## src/rtl/misc_csr_defs.vh

```
// Register offsets, field positions, reset values and timing figures for the system register bank
`ifndef MISC_CSR_DEFS_VH
`define MISC_CSR_DEFS_VH

// Byte offsets of the registers on the host bus
`define OFS_TIMER_CONFIG     8'h8C
`define OFS_TIMER_COUNT      8'h90
`define OFS_HOST_WORD_ORDER  8'h98
`define OFS_FREE_RUN_TICKS   8'h9C
`define OFS_DROPPED_FRAMES   8'hA0
`define OFS_MAC_IND_COMMAND  8'hA4
`define OFS_MAC_IND_DATA     8'hA8

// Field positions inside a halfword (bit number minus 16 for the upper-half fields, address bits in the lower half)
`define TIMER_RUN_HBIT       4'hD
`define IND_BUSY_HBIT        4'hF
`define IND_DIR_HBIT         4'hE
`define IND_ADDR_MSB         7
`define IND_ADDR_LSB         0

// Reset and forced values
`define PRELOAD_RESET        16'hFFFF
`define COUNT_RESET          16'hFFFF
`define WORD_ORDER_RESET     32'h0000_0000
`define WORD_ORDER_SWAP      32'hFFFF_FFFF
`define DROP_RESET           32'h0000_0000
`define DROP_MIDPOINT        32'h8000_0000
`define IND_DATA_RESET       32'h0000_0000
`define HALF_ZERO            16'h0000

// Free running counter advances 2 then 3 per 100 ns clock, 25 counts per microsecond
`define TICKS_STEP_LOW       32'h0000_0002
`define TICKS_STEP_HIGH      32'h0000_0003

// Clock period and the timer tick period, both in ns
`define CLK_PERIOD_NS        100
`define TIMER_TICK_NS        1000

`endif

```

## src/rtl/misc_system_csr_bank.v

```verilog
// System register bank: timer, host word order, free running ticks, dropped frames, MAC indirect access
//
// Contract
// - Timer run bit 29 starts or halts timer
// - Run bit falling forces preload to FFFFh
// - Preload field bits 15-0, resets FFFFh
// - Timer interval completion raises event
// - Timer present value readable, resets FFFFh
// - Other order: select high reaches upper half
// - All ones order: mapping reversed
// - Link side halfword order stays fixed
// - 32-bit counter at 25MHz, wraps
// - Latch whole count on first halfword
// - Counter runs in every power state
// - Dropped frames counted, cleared on read
// - Event on dropped count reaching midpoint
// - Busy bit launches access, self clears
// - Read data stored before busy clears
// - Direction bit 30: one read, zero write
// - Address bits 7-0 pick MAC register
// - Indirect data 32-bit, resets zero
`timescale 1ns/10ps
`include "misc_csr_defs.vh"
module misc_system_csr_bank #(
   parameter TICK_DIV = `TIMER_TICK_NS / `CLK_PERIOD_NS   // Clock cycles per timer tick
) (
   input  wire        CLK_IN,            // 10 MHz system clock
   input  wire        SYS_RST_IN,        // Asynchronous reset, active high
   input  wire [7:1]  ADDR_IN,           // Host address, bit 1 is the halfword select
   input  wire        CS_N_IN,           // Host chip select, active low
   input  wire        RD_N_IN,           // Host read strobe, active low
   input  wire        WR_N_IN,           // Host write strobe, active low
   input  wire [15:0] DATA_IN,           // Host write data
   output reg  [15:0] DATA_OUT,          // Host read data
   output reg         DATA_OE_OUT,       // High while the bank drives the data bus
   input  wire        FRAME_DROPPED_IN,  // One-cycle pulse per discarded receive frame
   output reg         TIMER_EVENT_OUT,   // One-cycle pulse at each timer interval end
   output reg         DROP_HALF_EVENT_OUT, // One-cycle pulse when dropped count reaches midpoint
   output wire        MAC_REQ_OUT,       // Indirect request to MAC register space
   output wire        MAC_READ_OUT,      // Request direction, high for read
   output wire [7:0]  MAC_ADDR_OUT,      // Request address
   output wire [31:0] MAC_WDATA_OUT,     // Request write data
   input  wire        MAC_ACK_IN,        // Acknowledge from MAC side
   input  wire [31:0] MAC_RDATA_IN       // Read data valid with acknowledge
);
   // Host pin synchronisers, first stage read only by the second
   reg  [6:0]  addr_s1_reg;              // Address, first stage
   reg  [6:0]  addr_s2_reg;              // Address, second stage
   reg  [15:0] wdat_s1_reg;              // Write data, first stage
   reg  [15:0] wdat_s2_reg;              // Write data, second stage
   reg  [2:0]  strb_s1_reg;              // {cs_n, rd_n, wr_n}, first stage
   reg  [2:0]  strb_s2_reg;              // {cs_n, rd_n, wr_n}, second stage
   reg         rd_act_reg;               // Read active in the last cycle
   reg         wr_act_reg;               // Write active in the last cycle

   wire        rd_act  = ~strb_s2_reg[2] & ~strb_s2_reg[1];
   wire        wr_act  = ~strb_s2_reg[2] & ~strb_s2_reg[0];
   wire        rd_start = rd_act & ~rd_act_reg;      // Read taken at strobe start
   wire        wr_end   = ~wr_act & wr_act_reg;      // Write taken at strobe end, data settled

   // Register state
   reg         timer_run_reg;            // Timer run control
   reg  [15:0] timer_preload_reg;        // Reload value
   reg  [15:0] timer_present_value_reg;  // Present count
   reg  [31:0] host_word_order_reg;      // Halfword order control
   reg  [31:0] tick_count_reg;           // Free running 25 MHz count
   reg         tick_phase_reg;           // Alternates the 2 and 3 step
   reg  [15:0] tick_snap_reg;            // Upper half caught with the first read
   reg  [31:0] dropped_frames_reg;       // Dropped frame count
   reg  [15:0] drop_snap_reg;            // Upper half caught with the first read
   reg         ind_dir_reg;              // Indirect direction, one is read
   reg  [7:0]  ind_addr_reg;             // Indirect MAC register address
   reg  [31:0] mac_indirect_data_reg;    // Indirect data

   wire        timer_tick;               // Fixed internal timer tick
   wire        ind_busy;                 // Indirect access in flight
   wire        ind_done_read;            // Read completion
   wire [31:0] ind_rdata;                // Returned read data
   reg         ind_start;                // Launch pulse

   // Address decode: byte offset and which 16-bit half of the register is reached
   wire [7:0]  offset = {addr_s2_reg[6:1], 2'b00};
   wire        swapped = (host_word_order_reg == `WORD_ORDER_SWAP);
   wire        upper  = addr_s2_reg[0] ^ swapped;
   // The order setting only steers host halves; FIFO to link ordering lives elsewhere
   // and always puts the low halfword first on the wire

   wire        wr_hit = wr_end;
   wire        rd_hit = rd_start;
   // Lower-half drop read snapshots and clears
   wire        drop_clear = rd_hit && !upper && (offset == `OFS_DROPPED_FRAMES);

   // Select one half of a 32-bit value
   function [15:0] half_of;
      input [31:0] value;
      input        hi;
      begin
         half_of = hi ? value[31:16] : value[15:0];
      end
   endfunction

   // Merge a written halfword into a 32-bit value
   function [31:0] merge_half;
      input [31:0] value;
      input [15:0] data;
      input        hi;
      begin
         merge_half = hi ? {data, value[15:0]} : {value[31:16], data};
      end
   endfunction

   // Fixed timer tick from the clock divider
   tick_divider #(
      .DIV      (TICK_DIV)
   ) timer_tick_gen (
      .clk_in   (CLK_IN),
      .rst_in   (SYS_RST_IN),
      .tick_out (timer_tick)
   );

   // Indirect MAC register access sequencer
   // Direction from the launching write; the stored copy lands an edge late
   mac_indirect_port ind_port (
      .clk_in        (CLK_IN),
      .rst_in        (SYS_RST_IN),
      .start_in      (ind_start),
      .dir_read_in   (wdat_s2_reg[`IND_DIR_HBIT]),
      .addr_in       (ind_addr_reg),
      .wdata_in      (mac_indirect_data_reg),
      .busy_out      (ind_busy),
      .done_out      (),
      .done_read_out (ind_done_read),
      .rdata_out     (ind_rdata),
      .mac_req_out   (MAC_REQ_OUT),
      .mac_read_out  (MAC_READ_OUT),
      .mac_addr_out  (MAC_ADDR_OUT),
      .mac_wdata_out (MAC_WDATA_OUT),
      .mac_ack_in    (MAC_ACK_IN),
      .mac_rdata_in  (MAC_RDATA_IN)
   );

   // Host pins pass two flops; strobe activity is remembered for edge finding
   always @(posedge CLK_IN or posedge SYS_RST_IN) begin
      if (SYS_RST_IN) begin
         addr_s1_reg <= 7'h00;
         addr_s2_reg <= 7'h00;
         wdat_s1_reg <= 16'h0000;
         wdat_s2_reg <= 16'h0000;
         // Idle strobe levels, so no false edge after reset
         strb_s1_reg <= 3'h7;
         strb_s2_reg <= 3'h7;
         rd_act_reg  <= 1'b0;
         wr_act_reg  <= 1'b0;
      end else begin
         addr_s1_reg <= ADDR_IN;
         addr_s2_reg <= addr_s1_reg;
         wdat_s1_reg <= DATA_IN;
         wdat_s2_reg <= wdat_s1_reg;
         strb_s1_reg <= {CS_N_IN, RD_N_IN, WR_N_IN};
         strb_s2_reg <= strb_s1_reg;
         rd_act_reg  <= rd_act;
         wr_act_reg  <= wr_act;
      end
   end

   // Busy bit write launches an access; ignored while one is already running
   always @* begin
      ind_start = wr_hit && upper && (offset == `OFS_MAC_IND_COMMAND) &&
                  wdat_s2_reg[`IND_BUSY_HBIT] && !ind_busy;
   end

   // Timer: run control, preload and the down counter
   always @(posedge CLK_IN or posedge SYS_RST_IN) begin
      if (SYS_RST_IN) begin
         timer_run_reg           <= 1'b0;
         timer_preload_reg       <= `PRELOAD_RESET;
         timer_present_value_reg <= `COUNT_RESET;
         TIMER_EVENT_OUT         <= 1'b0;
      end else begin
         TIMER_EVENT_OUT <= 1'b0;
         // A config write beats a tick in the same cycle
         if (wr_hit && (offset == `OFS_TIMER_CONFIG) && upper) begin
            timer_run_reg <= wdat_s2_reg[`TIMER_RUN_HBIT];
            if (!wdat_s2_reg[`TIMER_RUN_HBIT] && timer_run_reg)
               timer_preload_reg <= `PRELOAD_RESET;                        // Falling run bit
            else if (wdat_s2_reg[`TIMER_RUN_HBIT] && !timer_run_reg)
               timer_present_value_reg <= timer_preload_reg;               // Start from preload
         end else if (wr_hit && (offset == `OFS_TIMER_CONFIG)) begin
            timer_preload_reg <= wdat_s2_reg;
         end else if (timer_run_reg && timer_tick) begin
            if (timer_present_value_reg == `HALF_ZERO) begin
               timer_present_value_reg <= timer_preload_reg;               // Reload at zero
               TIMER_EVENT_OUT         <= 1'b1;                            // Interval done
            end else begin
               timer_present_value_reg <= timer_present_value_reg - 16'h0001;
            end
         end
      end
   end

   // Halfword order control, plain read and write
   always @(posedge CLK_IN or posedge SYS_RST_IN) begin
      if (SYS_RST_IN)
         host_word_order_reg <= `WORD_ORDER_RESET;
      else if (wr_hit && (offset == `OFS_HOST_WORD_ORDER))
         host_word_order_reg <= merge_half(host_word_order_reg, wdat_s2_reg, upper);
   end

   // Free running count: steps 2 and 3 in turn, 25 per microsecond; no gating by any power state
   always @(posedge CLK_IN or posedge SYS_RST_IN) begin
      if (SYS_RST_IN) begin
         tick_count_reg <= 32'h0000_0000;
         tick_phase_reg <= 1'b0;
      end else begin
         tick_phase_reg <= ~tick_phase_reg;
         tick_count_reg <= tick_count_reg +
                           (tick_phase_reg ? `TICKS_STEP_HIGH : `TICKS_STEP_LOW);   // Wraps
      end
   end

   // Dropped frames: a drop in the same cycle as the clearing read is kept
   always @(posedge CLK_IN or posedge SYS_RST_IN) begin
      if (SYS_RST_IN) begin
         dropped_frames_reg  <= `DROP_RESET;
         DROP_HALF_EVENT_OUT <= 1'b0;
      end else begin
         // No midpoint event when a clearing read meets the drop
         DROP_HALF_EVENT_OUT <= FRAME_DROPPED_IN && !drop_clear &&
                                (dropped_frames_reg + 32'h0000_0001 == `DROP_MIDPOINT);
         if (drop_clear)
            dropped_frames_reg <= FRAME_DROPPED_IN ? 32'h0000_0001 : `DROP_RESET;
         else if (FRAME_DROPPED_IN)
            dropped_frames_reg <= dropped_frames_reg + 32'h0000_0001;
      end
   end

   // Snapshots: the lower-half read catches the upper half of the same sample
   always @(posedge CLK_IN or posedge SYS_RST_IN) begin
      if (SYS_RST_IN) begin
         tick_snap_reg <= 16'h0000;
         drop_snap_reg <= 16'h0000;
      end else if (rd_hit && !upper) begin
         if (offset == `OFS_FREE_RUN_TICKS)
            tick_snap_reg <= tick_count_reg[31:16];
         if (offset == `OFS_DROPPED_FRAMES)
            drop_snap_reg <= dropped_frames_reg[31:16];
      end
   end

   // Indirect command and data; host writes are dropped while busy as a guard
   always @(posedge CLK_IN or posedge SYS_RST_IN) begin
      if (SYS_RST_IN) begin
         ind_dir_reg           <= 1'b0;
         ind_addr_reg          <= 8'h00;
         mac_indirect_data_reg <= `IND_DATA_RESET;
      end else if (ind_done_read) begin
         mac_indirect_data_reg <= ind_rdata;                               // Lands as busy clears
      // Host writes while busy are refused, not queued
      end else if (wr_hit && !ind_busy) begin
         if (offset == `OFS_MAC_IND_COMMAND && upper)
            ind_dir_reg <= wdat_s2_reg[`IND_DIR_HBIT];
         else if (offset == `OFS_MAC_IND_COMMAND)
            ind_addr_reg <= wdat_s2_reg[`IND_ADDR_MSB:`IND_ADDR_LSB];
         else if (offset == `OFS_MAC_IND_DATA)
            mac_indirect_data_reg <= merge_half(mac_indirect_data_reg, wdat_s2_reg, upper);
      end
   end

   // Read data: loaded at strobe start, held until the next read; unmapped reads zero
   always @(posedge CLK_IN or posedge SYS_RST_IN) begin
      if (SYS_RST_IN) begin
         DATA_OUT    <= 16'h0000;
         DATA_OE_OUT <= 1'b0;
      end else begin
         DATA_OE_OUT <= rd_act;
         if (rd_hit) begin
            case (offset)
               `OFS_TIMER_CONFIG:
                  DATA_OUT <= upper ? {2'b00, timer_run_reg, 13'h0000} : timer_preload_reg;
               `OFS_TIMER_COUNT:
                  DATA_OUT <= upper ? 16'h0000 : timer_present_value_reg;
               `OFS_HOST_WORD_ORDER:
                  DATA_OUT <= half_of(host_word_order_reg, upper);
               `OFS_FREE_RUN_TICKS:
                  DATA_OUT <= upper ? tick_snap_reg : tick_count_reg[15:0];
               `OFS_DROPPED_FRAMES:
                  DATA_OUT <= upper ? drop_snap_reg : dropped_frames_reg[15:0];
               `OFS_MAC_IND_COMMAND:
                  DATA_OUT <= upper ? {ind_busy, ind_dir_reg, 14'h0000} : {8'h00, ind_addr_reg};
               `OFS_MAC_IND_DATA:
                  DATA_OUT <= half_of(mac_indirect_data_reg, upper);
               default:
                  DATA_OUT <= 16'h0000;
            endcase
         end
      end
   end
endmodule

```

## src/rtl/tick_divider.v

```verilog
// One-cycle enable pulse generator dividing the system clock
`timescale 1ns/10ps
module tick_divider #(
   parameter DIV = 10                    // Clock cycles per pulse
) (
   input  wire clk_in,                   // System clock
   input  wire rst_in,                   // Asynchronous reset, active high
   output reg  tick_out                  // One-cycle enable pulse
);
   reg [15:0] count_reg;                 // Cycles since the last pulse

   // Count up and emit a pulse on the last cycle of each period
   always @(posedge clk_in or posedge rst_in) begin
      if (rst_in) begin
         count_reg <= 16'h0000;
         tick_out  <= 1'b0;
      end else if (count_reg == DIV[15:0] - 16'h0001) begin
         count_reg <= 16'h0000;
         tick_out  <= 1'b1;
      end else begin
         count_reg <= count_reg + 16'h0001;
         tick_out  <= 1'b0;
      end
   end
endmodule

```

## src/rtl/mac_indirect_port.v

```verilog
// Sequencer for one indirect access to the internal MAC register space
`timescale 1ns/10ps
module mac_indirect_port (
   input  wire        clk_in,            // System clock
   input  wire        rst_in,            // Asynchronous reset, active high
   input  wire        start_in,          // Launch pulse from the busy bit write
   input  wire        dir_read_in,       // One asks for a read, zero a write
   input  wire [7:0]  addr_in,           // Selected MAC register
   input  wire [31:0] wdata_in,          // Value for a write
   output wire        busy_out,          // Access in flight
   output wire        done_out,          // Completion, same edge as busy falls
   output wire        done_read_out,     // Completion of a read
   output wire [31:0] rdata_out,         // Returned value, valid with done_out
   output wire        mac_req_out,       // Request held until acknowledged
   output reg         mac_read_out,      // Direction of the request
   output reg  [7:0]  mac_addr_out,      // Address of the request
   output reg  [31:0] mac_wdata_out,     // Write data of the request
   input  wire        mac_ack_in,        // Acknowledge from MAC side logic
   input  wire [31:0] mac_rdata_in       // Read data valid with acknowledge
);
   localparam ST_IDLE = 2'b01;           // Waiting for a launch
   localparam ST_REQ  = 2'b10;           // Request outstanding

   reg [1:0] state_reg;                  // One-hot state
   reg [1:0] state_next;                 // Next state

   assign busy_out      = state_reg[1];
   assign mac_req_out   = state_reg[1];
   assign done_out      = state_reg[1] & mac_ack_in;   // Lets the data land as busy drops
   assign done_read_out = done_out & mac_read_out;
   assign rdata_out     = mac_rdata_in;

   // Next state: the request stays up until acknowledged
   always @* begin
      case (state_reg)
         ST_IDLE: state_next = start_in ? ST_REQ : ST_IDLE;
         ST_REQ:  state_next = mac_ack_in ? ST_IDLE : ST_REQ;   // Busy clears itself
         default: state_next = ST_IDLE;
      endcase
   end

   // State and request fields, captured once at launch
   always @(posedge clk_in or posedge rst_in) begin
      if (rst_in) begin
         state_reg     <= ST_IDLE;
         mac_read_out  <= 1'b0;
         mac_addr_out  <= 8'h00;
         mac_wdata_out <= 32'h0000_0000;
      end else begin
         state_reg <= state_next;
         if (state_reg[0] && start_in) begin
            mac_read_out  <= dir_read_in;
            mac_addr_out  <= addr_in;
            mac_wdata_out <= wdata_in;
         end
      end
   end
endmodule

```

## config.mk

```make
export PLATFORM = sky130hd
export DESIGN_NAME = misc_system_csr_bank
export DESIGN_NICKNAME = d
export VERILOG_FILES = /design/src/rtl/misc_system_csr_bank.v /design/src/rtl/tick_divider.v /design/src/rtl/mac_indirect_port.v
export VERILOG_INCLUDE_DIRS = /design/src /design/src/rtl
export SDC_FILE = /design/constraint.sdc
export NUM_CORES = 1
export LEC_CHECK = 0
export BUFFER_PORTS_ARGS = -buffer_cell sky130_fd_sc_hd__buf_2
export CORE_MARGIN = 1
export CORE_UTILIZATION = 65
export CTS_CLUSTER_SIZE = 16
export DETAILED_ROUTE_END_ITERATION = 10
export PLACE_DENSITY = 0.82
export SYNTH_ARGS = -nofsm -noshare
export SYNTH_HDL_FRONTEND = slang
export SYNTH_HIERARCHICAL = 1
export SYNTH_SLANG_ARGS = --single-unit
export TNS_END_PERCENT = 50
```

## constraint.sdc

```tcl
create_clock -name CLK_IN -period 12.3 [get_ports CLK_IN]
set_clock_uncertainty 0.1 [all_clocks]
set_input_delay 0 -clock CLK_IN [delete_from_list [all_inputs] [get_ports CLK_IN]]
set_output_delay 0 -clock CLK_IN [all_outputs]
set_load 0.02 [all_outputs]
```

### Yosys cells after proc, flatten, opt, wreduce, memory -nomap -nowiden

Index checks and enable logic that the tools add are counted.

| word-level totals | value |
|---|---|
| register bits after elaboration | 335 |
| latch bits | 0 |
| memory bits (writable) | 0 |
| bits in read-only memories | 0 |
| output and inout bits | 61 |
| word-level logic and storage cells | 145 |
| memories kept | 0 |

| cells by class | value |
|---|---|
| add/subtract/negate cells | 4 |
| multipliers | 0 |
| divide/modulo/power cells | 0 |
| magnitude comparators | 0 |
| equal/unequal tests | 19 |
| shift operators | 0 |
| multiplexer cells | 36 |
| bitwise gates (word level) | 16 |
| reductions and logical operators | 39 |

Operator list:

| cell | count |
|---|---|
| two-way mux 16 bit | 17 |
| two-way mux 32 bit | 8 |
| case mux 16 bit (7 select lines) | 1 |
| == test 32 bit (second input constant) | 2 |
| == test 6 bit (second input constant) | 7 |
| adder 32 x 1 -> 32 bit (second input constant) | 1 |
| adder 32 x 2 -> 32 bit | 1 |
| logical AND 1 bit | 17 |
| adder 16 x 1 -> 16 bit (second input constant) | 1 |
| == test 16 x 4 -> 1 bit (second input constant) | 1 |
| zero test 16 bit | 1 |
| subtractor 16 x 1 -> 16 bit (second input constant) | 1 |
| nonzero test 2 bit | 6 |
| AND reduction 2 bit | 5 |
| AND reduction 5 bit | 2 |
| inverter 1 bit | 9 |
| != test 2 bit (second input constant) | 4 |
| AND reduction 4 bit | 2 |
| two-way mux 1 bit | 7 |
| AND 1 bit | 6 |
| != test 2 x 1 -> 1 bit (second input constant) | 3 |
| zero test 1 bit | 5 |
| two-way mux 2 bit | 2 |
| case mux 2 bit (2 select lines) | 1 |
| other kinds (4) | 4 |

### Longest topological paths before layout

| logic depth | value |
|---|---|
| depth after elaboration | 10 |
| mapped depth | 10 |
| gate-level depth less buffers | 9 |

### Modules after synthesis

The synthesis kept the hierarchy.

Modules (own cells, without submodules):

| module | instances | cells each | area an instance (um^2) | seq. area each (um^2) |
|---|---|---|---|---|
| misc_system_csr_bank | 1 | 1224 | 13041.3 | 6929.1 |
| mac_indirect_port | 1 | 134 | 2105.8 | 1077.3 |
| tick_divider | 1 | 67 | 757.0 | 425.4 |

### Worst setup path before layout

No wires, ideal clock.

| timing | value |
|---|---|
| kind | reg2reg |
| start point | register host_word_order_reg[7] |
| end point | register ind_port.mac_addr_out[0] |
| arrival time | 2825 ps |
| required time | 12075 ps |
| setup slack | 9250 ps |
| cell stages (with the launch flop) | 11 |
| path buffers | 3 |
| cell sequence | dfrtp_1 nand4_1 or4_4 nor3_4 nor2_1 clkbuf_1 clkbuf_1 nor3b_1 nand2_4 buf_12 mux2_4 |

| between the ends | value |
|---|---|
| word-level cells in the longest chain between the ends | 7 |

Ends and longest elaborated chain:

| item | RTL line | RTL |
|---|---|---|
| start, declared | misc_system_csr_bank.v:65 | `reg [31:0] host_word_order_reg;` |
| start signal, assigned | misc_system_csr_bank.v:204 | `` host_word_order_reg <= `WORD_ORDER_RESET; `` |
| start signal, assigned | misc_system_csr_bank.v:206 | `host_word_order_reg <= merge_half(host_word_order_reg, wdat_s2_reg, upper);` |
| == test 32 bit (no source line) | -- |  |
| XOR 1 bit | misc_system_csr_bank.v:84 | `wire upper = addr_s2_reg[0] ^ swapped;` |
| logical AND 1 bit (4 in series) | misc_system_csr_bank.v:168 | `` ind_start = wr_hit && upper && (offset == `OFS_MAC_IND_COMMAND) && `` |
| named net ind_start | misc_system_csr_bank.v:79 | `reg ind_start;` |
| logical AND 1 bit | mac_indirect_port.v:51 | `if (state_reg[0] && start_in) begin` |
| end signal, assigned | mac_indirect_port.v:53 | `mac_addr_out <= addr_in;` |
| end, declared | mac_indirect_port.v:16 | `output reg [7:0] mac_addr_out,` |

The timed path passes the listed nets, and every way through them passes these cells.
A chain may end at the register's enable or synchronous reset.

### Final worst setup path

| timing | value |
|---|---|
| start point | register addr_s2_reg[1] |
| end point | register ind_port.mac_wdata_out[5] |

| between the ends | value |
|---|---|
| word-level cells in the longest chain between the ends | 5 |

Ends and longest elaborated chain:

| item | RTL line | RTL |
|---|---|---|
| start, declared | misc_system_csr_bank.v:48 | `reg [6:0] addr_s2_reg;` |
| start signal, assigned | misc_system_csr_bank.v:156 | `addr_s2_reg <= addr_s1_reg;` |
| == test 6 bit | -- |  |
| logical AND 1 bit (3 in series) | misc_system_csr_bank.v:168 |  |
| named net ind_start | misc_system_csr_bank.v:79 |  |
| logical AND 1 bit | mac_indirect_port.v:51 |  |
| end signal, assigned | mac_indirect_port.v:54 | `mac_wdata_out <= wdata_in;` |
| end, declared | mac_indirect_port.v:17 | `output reg [31:0] mac_wdata_out,` |

The timed path passes the listed nets, and every way through them passes these cells.

==> impl_metrics.json <==
{
  "grt_pass1_wl_um": 71600,
  "fin_tns_setup_ns": 0,
  "power.share.clock_pct": 42.8,
  "finalHoldViolations": 0,
  "final_max_slew_viol_count": 0,
  "top_layer": "met5",
  "clock.fmax_ghz": 0.264,
  "cp_max_fo": 41,
  "seqPwrFrac_pct": 48.1,
  "wl_per_cell_um": 24.7,
  "antenna_found_initial": 1,
  "vdd_drop_max_uv": 131,
  "place.port_buffers": 122,
  "worstHoldStart": "DATA_IN[1]",
  "ff2ff_setup_slack_ns": 8.51,
  "worstRegToRegCells": 5,
  "vias_per_cell": 6.67,
  "fp.dieArea_um2": 25100,
  "start_util_pct": 66.9,
  "syn_inst": 1424,
  "syn_area_per_cell_um2": 11.2,
  "row_count": 56,
  "cp-end-kind": "register",
  "place_hpwl_um": 29600,
  "p_sw_share_pct": 25.9,
  "intPower_uw": 1900,
  "syn_to_final_growth_pct": 14.3,
  "cts_root_buf": "clkbuf_16",
  "instances_no_fill": 1893,
  "numCtsBuffers": 36,
  "drt-pass1-iter-count": 9,
  "fin_nets": 1616,
  "ios": 123,
  "drc": 0,
  "core_region_area_um2": 23800,
  "drt_iter0_markers": 1786,
  "ant_nets": 0,
  "crit_type": "reg2reg",
  "setup_viol": 0,
  "hold_class": "in2reg",
  "htreeDepth": 2,
  "crit_required_ns": 12.60,
  "synth_warnings": 6,
  "place_congestion": 0.992,
  "synth_nets": 1495,
  "grt_use_total_pct": 38.5,
  "p_switching_uw": 665,
  "wl_met1_um": 18300,
  "die_w_um": 158,
  "leakage_uw": 0.00861,
  "n_fill_cell": 1450,
  "slowest_stage": "dfrtp_1",
  "syn_area_um2": 15900,
  "slew_headroom_pct": 30.1,
  "combPwrFrac_pct": 9.1,
  "wl_um": 46800,
  "wl_met3_um": 5220,
  "max_cap_viol_count": 0,
  "met2WireLength_um": 20800,
  "worst_slew_pin_slew_ns": 1.04,
  "min_period_ns": 3.79,
  "rsz0062_at_grt": "false",
  "grt-ovfl-total": 0,
  "slowest_delay_ns": 0.97,
  "crit_arrival_ns": 4.09,
  "cts.path.max_buffers": 3,
  "path_clk_slew_ns": 0.06,
  "grt_pass1_vias": 12400,
  "crit_chain": "nor2b_1 -> nand3_1 -> nor3b_1 -> nand2_4 -> mux2_4",
  "powerDensity_nw_per_um2": 141,
  "start_kind": "register",
  "place_inst": 1765,
  "worstSkewPairLatency_ns": 0.53,
  "timing.final.crit_share_pct": 30.8,
  "vias": 12600,
  "status": "finished clean",
  "timing.rr.start": "addr_s2_reg[1]",
  "whs_path_depth": 2,
  "fin_util_pct": 76.5,
  "die_y_um": 158,
  "grt_start_max_net_pins": 130,
  "cts_tree": "done",
  "cts.sinks": 335,
  "min_to": "wdat_s1_reg[1]",
  "r2r_end": "ind_port/mac_wdata_out[5]",
  "ctsResizeCount": 0,
  "final_layout_size_suffix_gt1_share_pct": 22.1
}
## critical path: cells and delay by family (launching register included)
kind / cells / cell delay (ns)
flip-flops: 1 / 0.97
multiplexers: 1 / 0.50
AND/OR/NAND/NOR: 4 / 2.06
## layout make-up
cell class / instances / area (µm²) / share of cell area [%]
antenna: 1 / 2.50 / 0.0138
clock buffer: 54 / 1040 / 5.72
clock inverter: 12 / 148 / 0.812
inverter: 27 / 109 / 0.599
multi-input combinational: 945 / 6700 / 36.8
sequential: 335 / 8430 / 46.4
tap: 319 / 399 / 2.20
timing repair buffer: 200 / 1350 / 7.42
## cells in the final DEF (no fill, tap or decap), types with 22 or more instances in the layout
cell type        n
dfrtp_1        296
nand2_1        136
buf_2          122
nor2_1          88
a22oi_1         67
dlygate4sd3_1   61
o21ai_0         56
nand3_1         52
mux2_2          51
mux2_4          41
a21oi_1         40
xnor2_1         40
xor2_1          39
dfstp_2         39
clkbuf_16       37
mux2i_1         33
nand4_1         28
inv_1           25
and3_1          22
## power by group through the flow
stage          combinational [µW]  sequential (µW)  clock [µW]
6_report                      234             1230        1100
5_1_grt                       254             1230        1140
4_1_cts                       227             1230        1100
3_5_place_dp                  207             1240           0
3_3_place_gp                  201             1240           0
2_1_floorplan                 169             1210           0
## what timing repair did
| item | in CTS | in global routing |
|---|---|---|
| buffers inserted | 0 | 0 |
| endpoints found under the hold margin | 232 | 0 |
| hold buffers | 61 | 0 |
## stage by stage
step                total power (µW)  worst slack [ns]  hold slack [ns]  area (µm²)
floorplan                       1380              4.68           -0.174       15900
global placement                1440              8.83          0.00631       16400
detailed placement              1450              8.66          0.00637       16400
CTS                             2550              8.62          0.00943       18200
global route                    2630              8.28           0.0290       18200
finish                          2570              8.51           0.0229       18200
## how the worst max path moves through the flow
stage	startpoint	to	cells past startpoint
after floorplan	SYS_RST_IN	DATA_OE_OUT	1
after global placement	addr_s2_reg[1]	ind_port/mac_wdata_out[21]	5
after detailed placement	addr_s2_reg[1]	ind_port/mac_wdata_out[9]	5
after CTS	addr_s2_reg[1]	ind_port/mac_wdata_out[25]	5
after global routing	addr_s2_reg[1]	ind_port/mac_wdata_out[5]	5
final	addr_s2_reg[1]	ind_port/mac_wdata_out[5]	5
## routing by layer
layer | track usage, % | up-vias
met1 | 52.5 | 6154
met2 | 58.8 | 872
met3 | 8.17 | 193
met5 | 0 | -
met4 | 18.8 | 2
li1 | - | 5397
Note: power is estimated with default switching activity, not from simulation.
